<file path="src/aebm_sync.sv">
// Purpose: Shared constants of the external bus master, and a 3-stage
//          input synchroniser for pins that arrive from outside.
// Assumes: One system clock at 50 MHz, asynchronous active-low reset.
// Notes:   The synchroniser's output moves only when stages two and three
//          agree, so a single-stage glitch never reaches the bus logic.

// ----------------------------------------------------------------------
// Shared constants
// ----------------------------------------------------------------------
package aebm_pkg;
  localparam int CLK_PERIOD_NS = 20;
  localparam int HALF_BUS_NS = 20;
  // Sys clocks per half bus clock; at least one
  localparam int HALF_BUS_CYC = (HALF_BUS_NS / CLK_PERIOD_NS) < 1 ?
                                1 : (HALF_BUS_NS / CLK_PERIOD_NS);
  localparam int BUS_MON_HALVES = 64;
  localparam int ADDR_W = 24;
  localparam int DATA_W = 16;
  localparam int OPND_W = 32;
  // Remaining-size codes
  localparam logic [1:0] SIZE_BYTE = 2'h1;
  localparam logic [1:0] SIZE_WORD = 2'h2;
  localparam logic [1:0] SIZE_3BYTE = 2'h3;
  localparam logic [1:0] SIZE_LONG = 2'h0;
  // Space codes
  localparam logic [2:0] SPACE_USER_DATA = 3'h1;
  localparam logic [2:0] SPACE_USER_PROG = 3'h2;
  localparam logic [2:0] SPACE_SUPV_DATA = 3'h5;
  localparam logic [2:0] SPACE_SUPV_PROG = 3'h6;
  localparam logic [2:0] SPACE_CONTROL = 3'h7;
  // Reset values of the pin outputs
  localparam logic [ADDR_W-1:0] ADDR_RST = 24'h00_0000;
  localparam logic [DATA_W-1:0] DATA_RST = 16'h0000;
endpackage

`timescale 1ns/1ps

// ----------------------------------------------------------------------
// Three-flop synchroniser with agreement filter
// ----------------------------------------------------------------------
module aebm_sync #(
  parameter int WIDTH = 1,
  parameter logic [WIDTH-1:0] RST_VAL = '0
) (
  input wire logic sys_clk_i,
  input wire logic rst_b_i,
  input wire logic [WIDTH-1:0] din_i,
  output logic [WIDTH-1:0] dout_o
);
  typedef struct packed {
    logic [WIDTH-1:0] s1;
    logic [WIDTH-1:0] s2;
    logic [WIDTH-1:0] s3;
    logic [WIDTH-1:0] q;
  } aebm_sync_type;

  aebm_sync_type st_r;
  aebm_sync_type st_nxt;

  initial begin
    if (WIDTH < 1) $error("aebm_sync: WIDTH must be at least 1");
  end

  // Shift chain; a bit moves on only when stages two and three agree
  always_comb begin
    st_nxt = st_r;
    st_nxt.s1 = din_i;
    st_nxt.s2 = st_r.s1;
    st_nxt.s3 = st_r.s2;
    st_nxt.q = (st_r.s2 & st_r.s3) | (st_r.q & (st_r.s2 | st_r.s3));
  end

  always_ff @(posedge sys_clk_i or negedge rst_b_i) begin
    if (!rst_b_i) begin
      st_r <= {RST_VAL, RST_VAL, RST_VAL, RST_VAL};
    end else begin
      st_r <= st_nxt;
    end
  end

  assign dout_o = st_r.q;
endmodule

</file>
<file path="src/aebm_master.sv">
// Purpose: External bus master; runs asynchronous, acknowledge-ended bus
//          cycles for byte, word, 3-byte and long operands.
// Assumes: Bus timing counted in half bus clocks from a divider enable.
// Notes:   Narrow ports answer on the upper data lane.
`timescale 1ns/1ps

module aebm_master #(
  parameter int HALF_CYC = aebm_pkg::HALF_BUS_CYC,
  parameter int MON_HALVES = aebm_pkg::BUS_MON_HALVES
) (
  input wire logic sys_clk_i,
  input wire logic rst_b_i,
  input wire logic req_valid_i,
  output logic req_ready_o,
  input wire logic req_read_i,
  input wire logic [1:0] req_size_i,
  input wire logic [2:0] req_space_i,
  input wire logic [23:0] req_addr_i,
  input wire logic [31:0] req_wdata_i,
  output logic done_o,
  output logic done_fault_o,
  output logic fault_exc_o,
  output logic [31:0] rdata_o,
  output logic [23:0] addr_o,
  output logic xfer_size_hi_o,
  output logic xfer_size_lo_o,
  output logic [2:0] space_code_o,
  output logic read_not_write_o,
  output logic addr_valid_strobe_n_o,
  output logic data_valid_strobe_n_o,
  input wire logic [15:0] data_i,
  output logic [15:0] data_o,
  output logic data_oe_o,
  input wire logic ack_port_wide_n_i,
  input wire logic ack_port_narrow_n_i,
  input wire logic bus_fault_n_i,
  input wire logic halt_n_i
);
  // ----------------------------------------------------------------------
  // Types and state
  // ----------------------------------------------------------------------
  typedef enum logic [2:0] {
    ST_IDLE, ST_START, ST_ASSERT, ST_WDRV, ST_WAIT, ST_LATCH, ST_END
  } aebm_state_type;

  typedef struct packed {
    aebm_state_type st;
    logic [15:0] ph_cnt;
    logic [15:0] mon_cnt;
    logic [2:0] rem;
    logic [23:0] addr;
    logic [2:0] space;
    logic rw;
    logic as_n;
    logic ds_n;
    logic doe;
    logic [15:0] dout;
    logic [31:0] wbuf;
    logic [31:0] rbuf;
    logic two;
    logic lo_lane;
    logic fault;
    logic done;
    logic exc;
    logic [17:0] as_age;
    logic [15:0] st_age;
  } aebm_master_type;

  aebm_master_type s_r;
  aebm_master_type s_nxt;

  logic [19:0] pins_sync;
  logic [15:0] din_s;
  logic ack_wide;
  logic ack_narrow;
  logic fault_in;
  logic halt_in;
  logic ph_en;
  logic mon_out;
  logic [2:0] nbytes;
  logic [7:0] rbyte;

  initial begin
    if (HALF_CYC < 1 || HALF_CYC > 65535) $error("HALF_CYC out of range");
    if (MON_HALVES < 1 || MON_HALVES > 65535) $error("MON_HALVES out of range");
  end

  // ----------------------------------------------------------------------
  // Pin synchronisers
  // ----------------------------------------------------------------------
  aebm_sync #(
    .WIDTH(20),
    .RST_VAL(20'hF_0000)
  ) u_sync (
    .sys_clk_i(sys_clk_i),
    .rst_b_i(rst_b_i),
    .din_i({ack_port_wide_n_i, ack_port_narrow_n_i, bus_fault_n_i,
            halt_n_i, data_i}),
    .dout_o(pins_sync)
  );

  // Active-high views of the synchronised pins
  assign ack_wide = !pins_sync[19];
  assign ack_narrow = !pins_sync[18];
  assign fault_in = !pins_sync[17];
  assign halt_in = !pins_sync[16];
  assign din_s = pins_sync[15:0];

  // Half bus clock enable and monitor timeout
  assign ph_en = (s_r.ph_cnt == 16'(HALF_CYC - 1));
  assign mon_out = (s_r.mon_cnt >= 16'(MON_HALVES - 1));

  // Bytes moved: two only for a wide port at an even address
  assign nbytes = (ack_wide && !s_r.addr[0] && s_r.rem >= 3'h2) ?
                  3'h2 : 3'h1;
  assign rbyte = s_r.lo_lane ? din_s[7:0] : din_s[15:8];

  // ----------------------------------------------------------------------
  // Next-state logic
  // ----------------------------------------------------------------------
  always_comb begin
    s_nxt = s_r;
    s_nxt.done = 1'b0;
    s_nxt.exc = 1'b0;
    s_nxt.ph_cnt = ph_en ? 16'h0000 : s_r.ph_cnt + 16'h0001;
    // Helper ages for the timing checks: strobe low, time in start
    s_nxt.as_age = s_r.as_n ? 18'h0_0000 :
                   s_r.as_age + {17'h0_0000, ~&s_r.as_age};
    s_nxt.st_age = (s_r.st != ST_START) ? 16'h0000 :
                   s_r.st_age + {15'h0000, ~&s_r.st_age};
    case (s_r.st)
      ST_IDLE: begin
        s_nxt.ph_cnt = 16'h0000;
        if (req_valid_i) begin
          s_nxt.st = ST_START;
          s_nxt.addr = req_addr_i;
          s_nxt.space = req_space_i;
          s_nxt.rem = (req_size_i == aebm_pkg::SIZE_LONG) ? 3'h4 :
                      {1'b0, req_size_i};
          s_nxt.fault = 1'b0;
          s_nxt.rbuf = 32'h0000_0000;
          // Left-align the operand so the next byte sits on top
          case (req_size_i)
            aebm_pkg::SIZE_BYTE: s_nxt.wbuf = {req_wdata_i[7:0], 24'h00_0000};
            aebm_pkg::SIZE_WORD: s_nxt.wbuf = {req_wdata_i[15:0], 16'h0000};
            aebm_pkg::SIZE_3BYTE: s_nxt.wbuf = {req_wdata_i[23:0], 8'h00};
            default: s_nxt.wbuf = req_wdata_i;
          endcase
          s_nxt.rw = req_read_i;
        end
      end
      ST_START: begin
        // Address, size, space and direction already stand
        s_nxt.doe = 1'b0;
        if (ph_en) begin
          s_nxt.st = s_r.rw ? ST_WAIT : ST_ASSERT;
          s_nxt.as_n = 1'b0;
          s_nxt.ds_n = !s_r.rw;
          s_nxt.mon_cnt = 16'h0000;
        end
      end
      ST_ASSERT: begin
        if (ph_en) begin
          s_nxt.st = ST_WDRV;
          s_nxt.doe = 1'b1;
          s_nxt.dout = s_r.addr[0] ? {s_r.wbuf[31:24], s_r.wbuf[31:24]} :
                       s_r.wbuf[31:16];
        end
      end
      ST_WDRV: begin
        if (ph_en) begin
          s_nxt.st = ST_WAIT;
          s_nxt.ds_n = 1'b0;
        end
      end
      ST_WAIT: begin
        // Length of the cycle belongs to the responder
        if (ph_en) begin
          s_nxt.mon_cnt = s_r.mon_cnt + 16'h0001;
          if (fault_in || mon_out) begin
            s_nxt.st = ST_END;
            s_nxt.fault = 1'b1;
            s_nxt.exc = fault_in && halt_in;
            s_nxt.as_n = 1'b1;
            s_nxt.ds_n = 1'b1;
          end else if (ack_wide || ack_narrow) begin
            s_nxt.two = (nbytes == 3'h2);
            s_nxt.lo_lane = ack_wide && s_r.addr[0];
            if (s_r.rw) begin
              s_nxt.st = ST_LATCH;
            end else begin
              // Address and size move only once the strobes are negated
              s_nxt.rem = s_r.rem - nbytes;
              s_nxt.addr = s_r.addr + {21'h00_0000, nbytes};
              s_nxt.wbuf = (nbytes == 3'h2) ? {s_r.wbuf[15:0], 16'h0000} :
                           {s_r.wbuf[23:0], 8'h00};
              s_nxt.st = ST_END;
              s_nxt.as_n = 1'b1;
              s_nxt.ds_n = 1'b1;
            end
          end
        end
      end
      ST_LATCH: begin
        // Capture on the cycle's last edge and release strobes on that same edge
        if (ph_en) begin
          s_nxt.rbuf = s_r.two ? {s_r.rbuf[15:0], din_s} :
                       {s_r.rbuf[23:0], rbyte};
          s_nxt.rem = s_r.rem - (s_r.two ? 3'h2 : 3'h1);
          s_nxt.addr = s_r.addr + (s_r.two ? 24'h00_0002 : 24'h00_0001);
          s_nxt.st = ST_END;
          s_nxt.as_n = 1'b1;
          s_nxt.ds_n = 1'b1;
        end
      end
      ST_END: begin
        // Wait for acks and fault to clear so none ends the next cycle
        if (ph_en && !ack_wide && !ack_narrow && !fault_in) begin
          s_nxt.doe = 1'b0;
          if (s_r.fault || s_r.rem == 3'h0) begin
            s_nxt.st = ST_IDLE;
            s_nxt.done = 1'b1;
          end else begin
            s_nxt.st = ST_START;
          end
        end
      end
      default: begin
        s_nxt.st = ST_IDLE;
      end
    endcase
  end

  always_ff @(posedge sys_clk_i or negedge rst_b_i) begin
    if (!rst_b_i) begin
      s_r <= '{st: ST_IDLE, ph_cnt: 16'h0000, mon_cnt: 16'h0000,
               rem: 3'h0, addr: aebm_pkg::ADDR_RST, space: 3'h0,
               rw: 1'b1, as_n: 1'b1, ds_n: 1'b1, doe: 1'b0,
               dout: aebm_pkg::DATA_RST, wbuf: 32'h0000_0000,
               rbuf: 32'h0000_0000, two: 1'b0, lo_lane: 1'b0,
               fault: 1'b0, done: 1'b0, exc: 1'b0,
               as_age: 18'h0_0000, st_age: 16'h0000};
    end else begin
      s_r <= s_nxt;
    end
  end

  // ----------------------------------------------------------------------
  // Outputs
  // ----------------------------------------------------------------------
  assign req_ready_o = (s_r.st == ST_IDLE);
  assign done_o = s_r.done;
  assign done_fault_o = s_r.done && s_r.fault;
  assign fault_exc_o = s_r.exc;
  assign rdata_o = s_r.rbuf;
  assign addr_o = s_r.addr;
  assign xfer_size_hi_o = s_r.rem[1];
  assign xfer_size_lo_o = s_r.rem[0];
  assign space_code_o = s_r.space;
  assign read_not_write_o = s_r.rw;
  assign addr_valid_strobe_n_o = s_r.as_n;
  assign data_valid_strobe_n_o = s_r.ds_n;
  assign data_o = s_r.dout;
  assign data_oe_o = s_r.doe;
endmodule

</file>
<file path="config.mk">
export PLATFORM = sky130hd
export DESIGN_NAME = aebm_master
export DESIGN_NICKNAME = d
export VERILOG_FILES = /design/src/aebm_sync.sv /design/src/aebm_master.sv
export SDC_FILE = /design/constraint.sdc
export NUM_CORES = 1
export LEC_CHECK = 0
export ABC_CLOCK_PERIOD_IN_PS = 7300
export BUFFER_PORTS_ARGS = -buffer_cell sky130_fd_sc_hd__clkbuf_2
export CAP_MARGIN = 10
export CORE_ASPECT_RATIO = 0.9
export CORE_UTILIZATION = 60
export CTS_CLUSTER_DIAMETER = 60
export DETAILED_ROUTE_END_ITERATION = 6
export GPL_TIMING_DRIVEN = 1
export MAX_ROUTING_LAYER = met4
export PLACE_DENSITY = 0.83
export REMOVE_ABC_BUFFERS = 1
export SYNTH_ARGS = -nofsm -noshare
export SYNTH_HDL_FRONTEND = slang
export SYNTH_SLANG_ARGS = --single-unit
</file>
<file path="constraint.sdc">
create_clock -name sys_clk_i -period 7.3 [get_ports sys_clk_i]
set_input_delay 1.46 -clock sys_clk_i [delete_from_list [all_inputs] [get_ports sys_clk_i]]
set_output_delay 1.46 -clock sys_clk_i [all_outputs]
set_load 0.02 [all_outputs]
</file>
==> results.toml <==
[outcome]
status = "complete, no violations"

[worst_hold_path]
holdPathStages = 0
hold_class = "register to register"

[pwr]
combPwrFrac_pct = 39.0
p_total_w = 0.00500
peakVddDrop_mv = 0.233
switching_power_w = 0.00199
p_seq_share_pct = 38.2
power.leakage_nw = 5.77
intPower_w = 0.00301
netSwitchingFraction_pct = 39.8
power_density_nw_per_um2 = 392
p_clk_share_pct = 22.8

[drt]
totalWireLength_mm = 26.2
ant_nets = 0
routedWlPerCell_um = 18.7
drc_errors = 0
vias = 8571
drtIter0Drc = 657
via_per_inst = 6.13
drtPass1Iterations = 6

[timing]
period_needed_ns = 3.63
setup_slack_ns = 3.67
hold_viol = 0
fin_tns_setup_ns = 0
setup_viol = 0
skew_ns = 0.0196
slew_headroom_pct = 24.5
post-route-period-util_pct = 49.7
rsz0062_at_grt = "no"
fmax_ghz = 0.275
drv_slew = 0
worst_pin_slew_ns = 1.13

[layout]
seqCellArea_um2 = 5880
layout-drive-gt1-share_pct = 26.0
nets = 1230
diodes = 0
final_cell_mix = "215 x dfrtp_1, 168 x clkbuf_2, 122 x nand2_1"
area_growth_pct = 9.96
multi_input_area_um2 = 4840
fillers = 1384
layout_commonest_cell = "dfrtp_1"

[worst_setup_path]
worstRegToRegCells = 11
crit_path_end_kind = "register"
crit_type = "register to register"
cp.required_ns = 7.73
startpoint_type = "register"
arrival_ns = 4.06
cp_max_fo = 34

[grt]
grt_overflow = 0
grt_pass1_vias = 8384
grt_start_max_net_pins = 102
antenna_found_initial = 0
grt_pass1_wl_mm = 43.1
grt_usage_pct = 27.8

[floorplanning]
rows = 47
fp.dieW_um = 149
die_area_um2 = 19900
fp.dieH_um = 134
start_util_pct = 62.3
coreArea_um2 = 18600
io-pin-count = 170

[clock_tree]
path_clk_slew_ns = 0.07
clock_latency_ns = 0.51
cts_root_buf = "clkbuf_16"
htree_num_levels = 1
cts.path.max_buffers = 3
cts_resized = 0
cts_buffers = 23
cts_sinks = 234
cts_tree = "built"
ctsHoldBuffers = 0
cts_setup_buffers = 0

[synth]
synth_area_um2 = 11600
syn_inst = 1074
yosys_most_used_dff = "dfrtp_1"
ys_seq_area_share_pct = 50.7
syn_avg_cell_area_um2 = 10.8
synthDistinctLibCells = 67
ys.warnings.count = 0
synth_edf_count = 0
async_flop_share_pct = 100
ys_ff_latch = 234

[place]
place_congestion = 0.903
dpl_worst_slack_ns = 3.49
port_buffers = 169
post-dp-hpwl_mm = 17.0

[job]
drv_cap = 0
-- routing by layer --
metal | wire [um] | global-route usage, % | up-vias
met5 | 0 | - | -
met4 | 631 | 7.79 | 0
met3 | 1610 | 3.67 | 58
met2 | 12200 | 41.8 | 360
met1 | 11700 | 39.7 | 4221
li1 | - | - | 3932
-- synthesized netlist by cell type, drive strengths merged, types with 19 or more instances --
library cell | n | area share (%)
dfstp | 19 | 4.3
nand2 | 122 | 3.9
mux2i | 43 | 3.7
maj3 | 20 | 1.7
o21ai | 35 | 1.6
buf | 99 | 6.0
a31oi | 43 | 2.4
nor2 | 57 | 1.8
o31ai | 47 | 3.1
dfrtp | 215 | 46
a21oi | 35 | 1.5
nand3 | 34 | 1.5
and4 | 20 | 1.5
clkbuf | 45 | 1.5
mux2 | 42 | 4.8
-- state kept, by name, summed over array words and instances, names as in the netlist, 3 cells and up --
signal         flops
addr_o            24
data_o            16
rdata_o           32
s_r               71
space_code_o       3
u_sync.dout_o     20
u_sync.st_nxt     40
u_sync.st_r       20
-- area by class of cell --
cell class,instances,area share [%]
Clock buffer,33,5.12
Clock inverter,9,0.598
Inverter,13,0.382
Multi-Input combinational cell,683,37.9
Sequential cell,234,46.1
Tap cell,245,2.40
Timing Repair Buffer,182,7.50
-- logic make-up (layout without fill, tap and decap cells) --
group	count (synthesis)	count (layout)	share of synthesized area (%)
muxes	93	93	10.0
xor gates and xnor gates	28	28	2.11
AOI/OAI and AO/OA	212	212	12.3
DFF	234	234	50.7
and+or+nand+nor	322	322	14.3
buffers and inverters	157	237	7.87
adders and majority gates	28	28	2.72
-- worst max-delay path: stages (launching register included) --
cell	delay, ns
dfrtp_1	0.79
nor2b_1	0.14
nand2_1	0.11
buf_4	0.37
mux2i_1	0.39
inv_1	0.14
ha_1	0.30
a21o_1	0.19
nand4_1	0.35
o41ai_1	0.47
a31oi_1	0.14
a21oi_1	0.17
-- final timing paths --
path | startpoint | to | slack (ns)
worst min-delay path | u_sync.st_nxt[49]$_DFF_PN0_ | u_sync.st_nxt[29]$_DFF_PN0_ | 0.34
max in group asynchronous | rst_b_i | u_sync.st_nxt[21]$_DFF_PN0_ | 5.00
min in group asynchronous | rst_b_i | addr_o[16]$_DFFE_PN0P_ | 0.98
worst min register to register | u_sync.st_nxt[49]$_DFF_PN0_ | u_sync.st_nxt[29]$_DFF_PN0_ | 0.34
worst max-delay path | s_r[186]$_DFFE_PN0P_ | addr_o[23]$_DFFE_PN0P_ | 3.67
worst max register to register | s_r[186]$_DFFE_PN0P_ | addr_o[23]$_DFFE_PN0P_ | 3.67
-- power groups by stage --
stage	Sequential, W	Combinational [W]	Clock, W
floorplan	0.00206	0.00113	0
global placement	0.00191	0.00187	0
detailed placement	0.00192	0.00193	0
CTS	0.00190	0.00195	0.00116
global route	0.00195	0.00212	0.00122
finish	0.00191	0.00195	0.00114
-- stage by stage --
stage               instances  hold slack [ns]  cell area, um2  util (%)
global route             1399            0.354           12800      68.5
global placement         1356            0.333           12000      64.5
detailed placement       1356            0.335           12000      64.5
finish                   1399            0.344           12800      68.5
CTS                      1398            0.347           12800      68.4
floorplan                 930            0.331           10700         -
No activity file was read; power rests on OpenSTA's default activity.
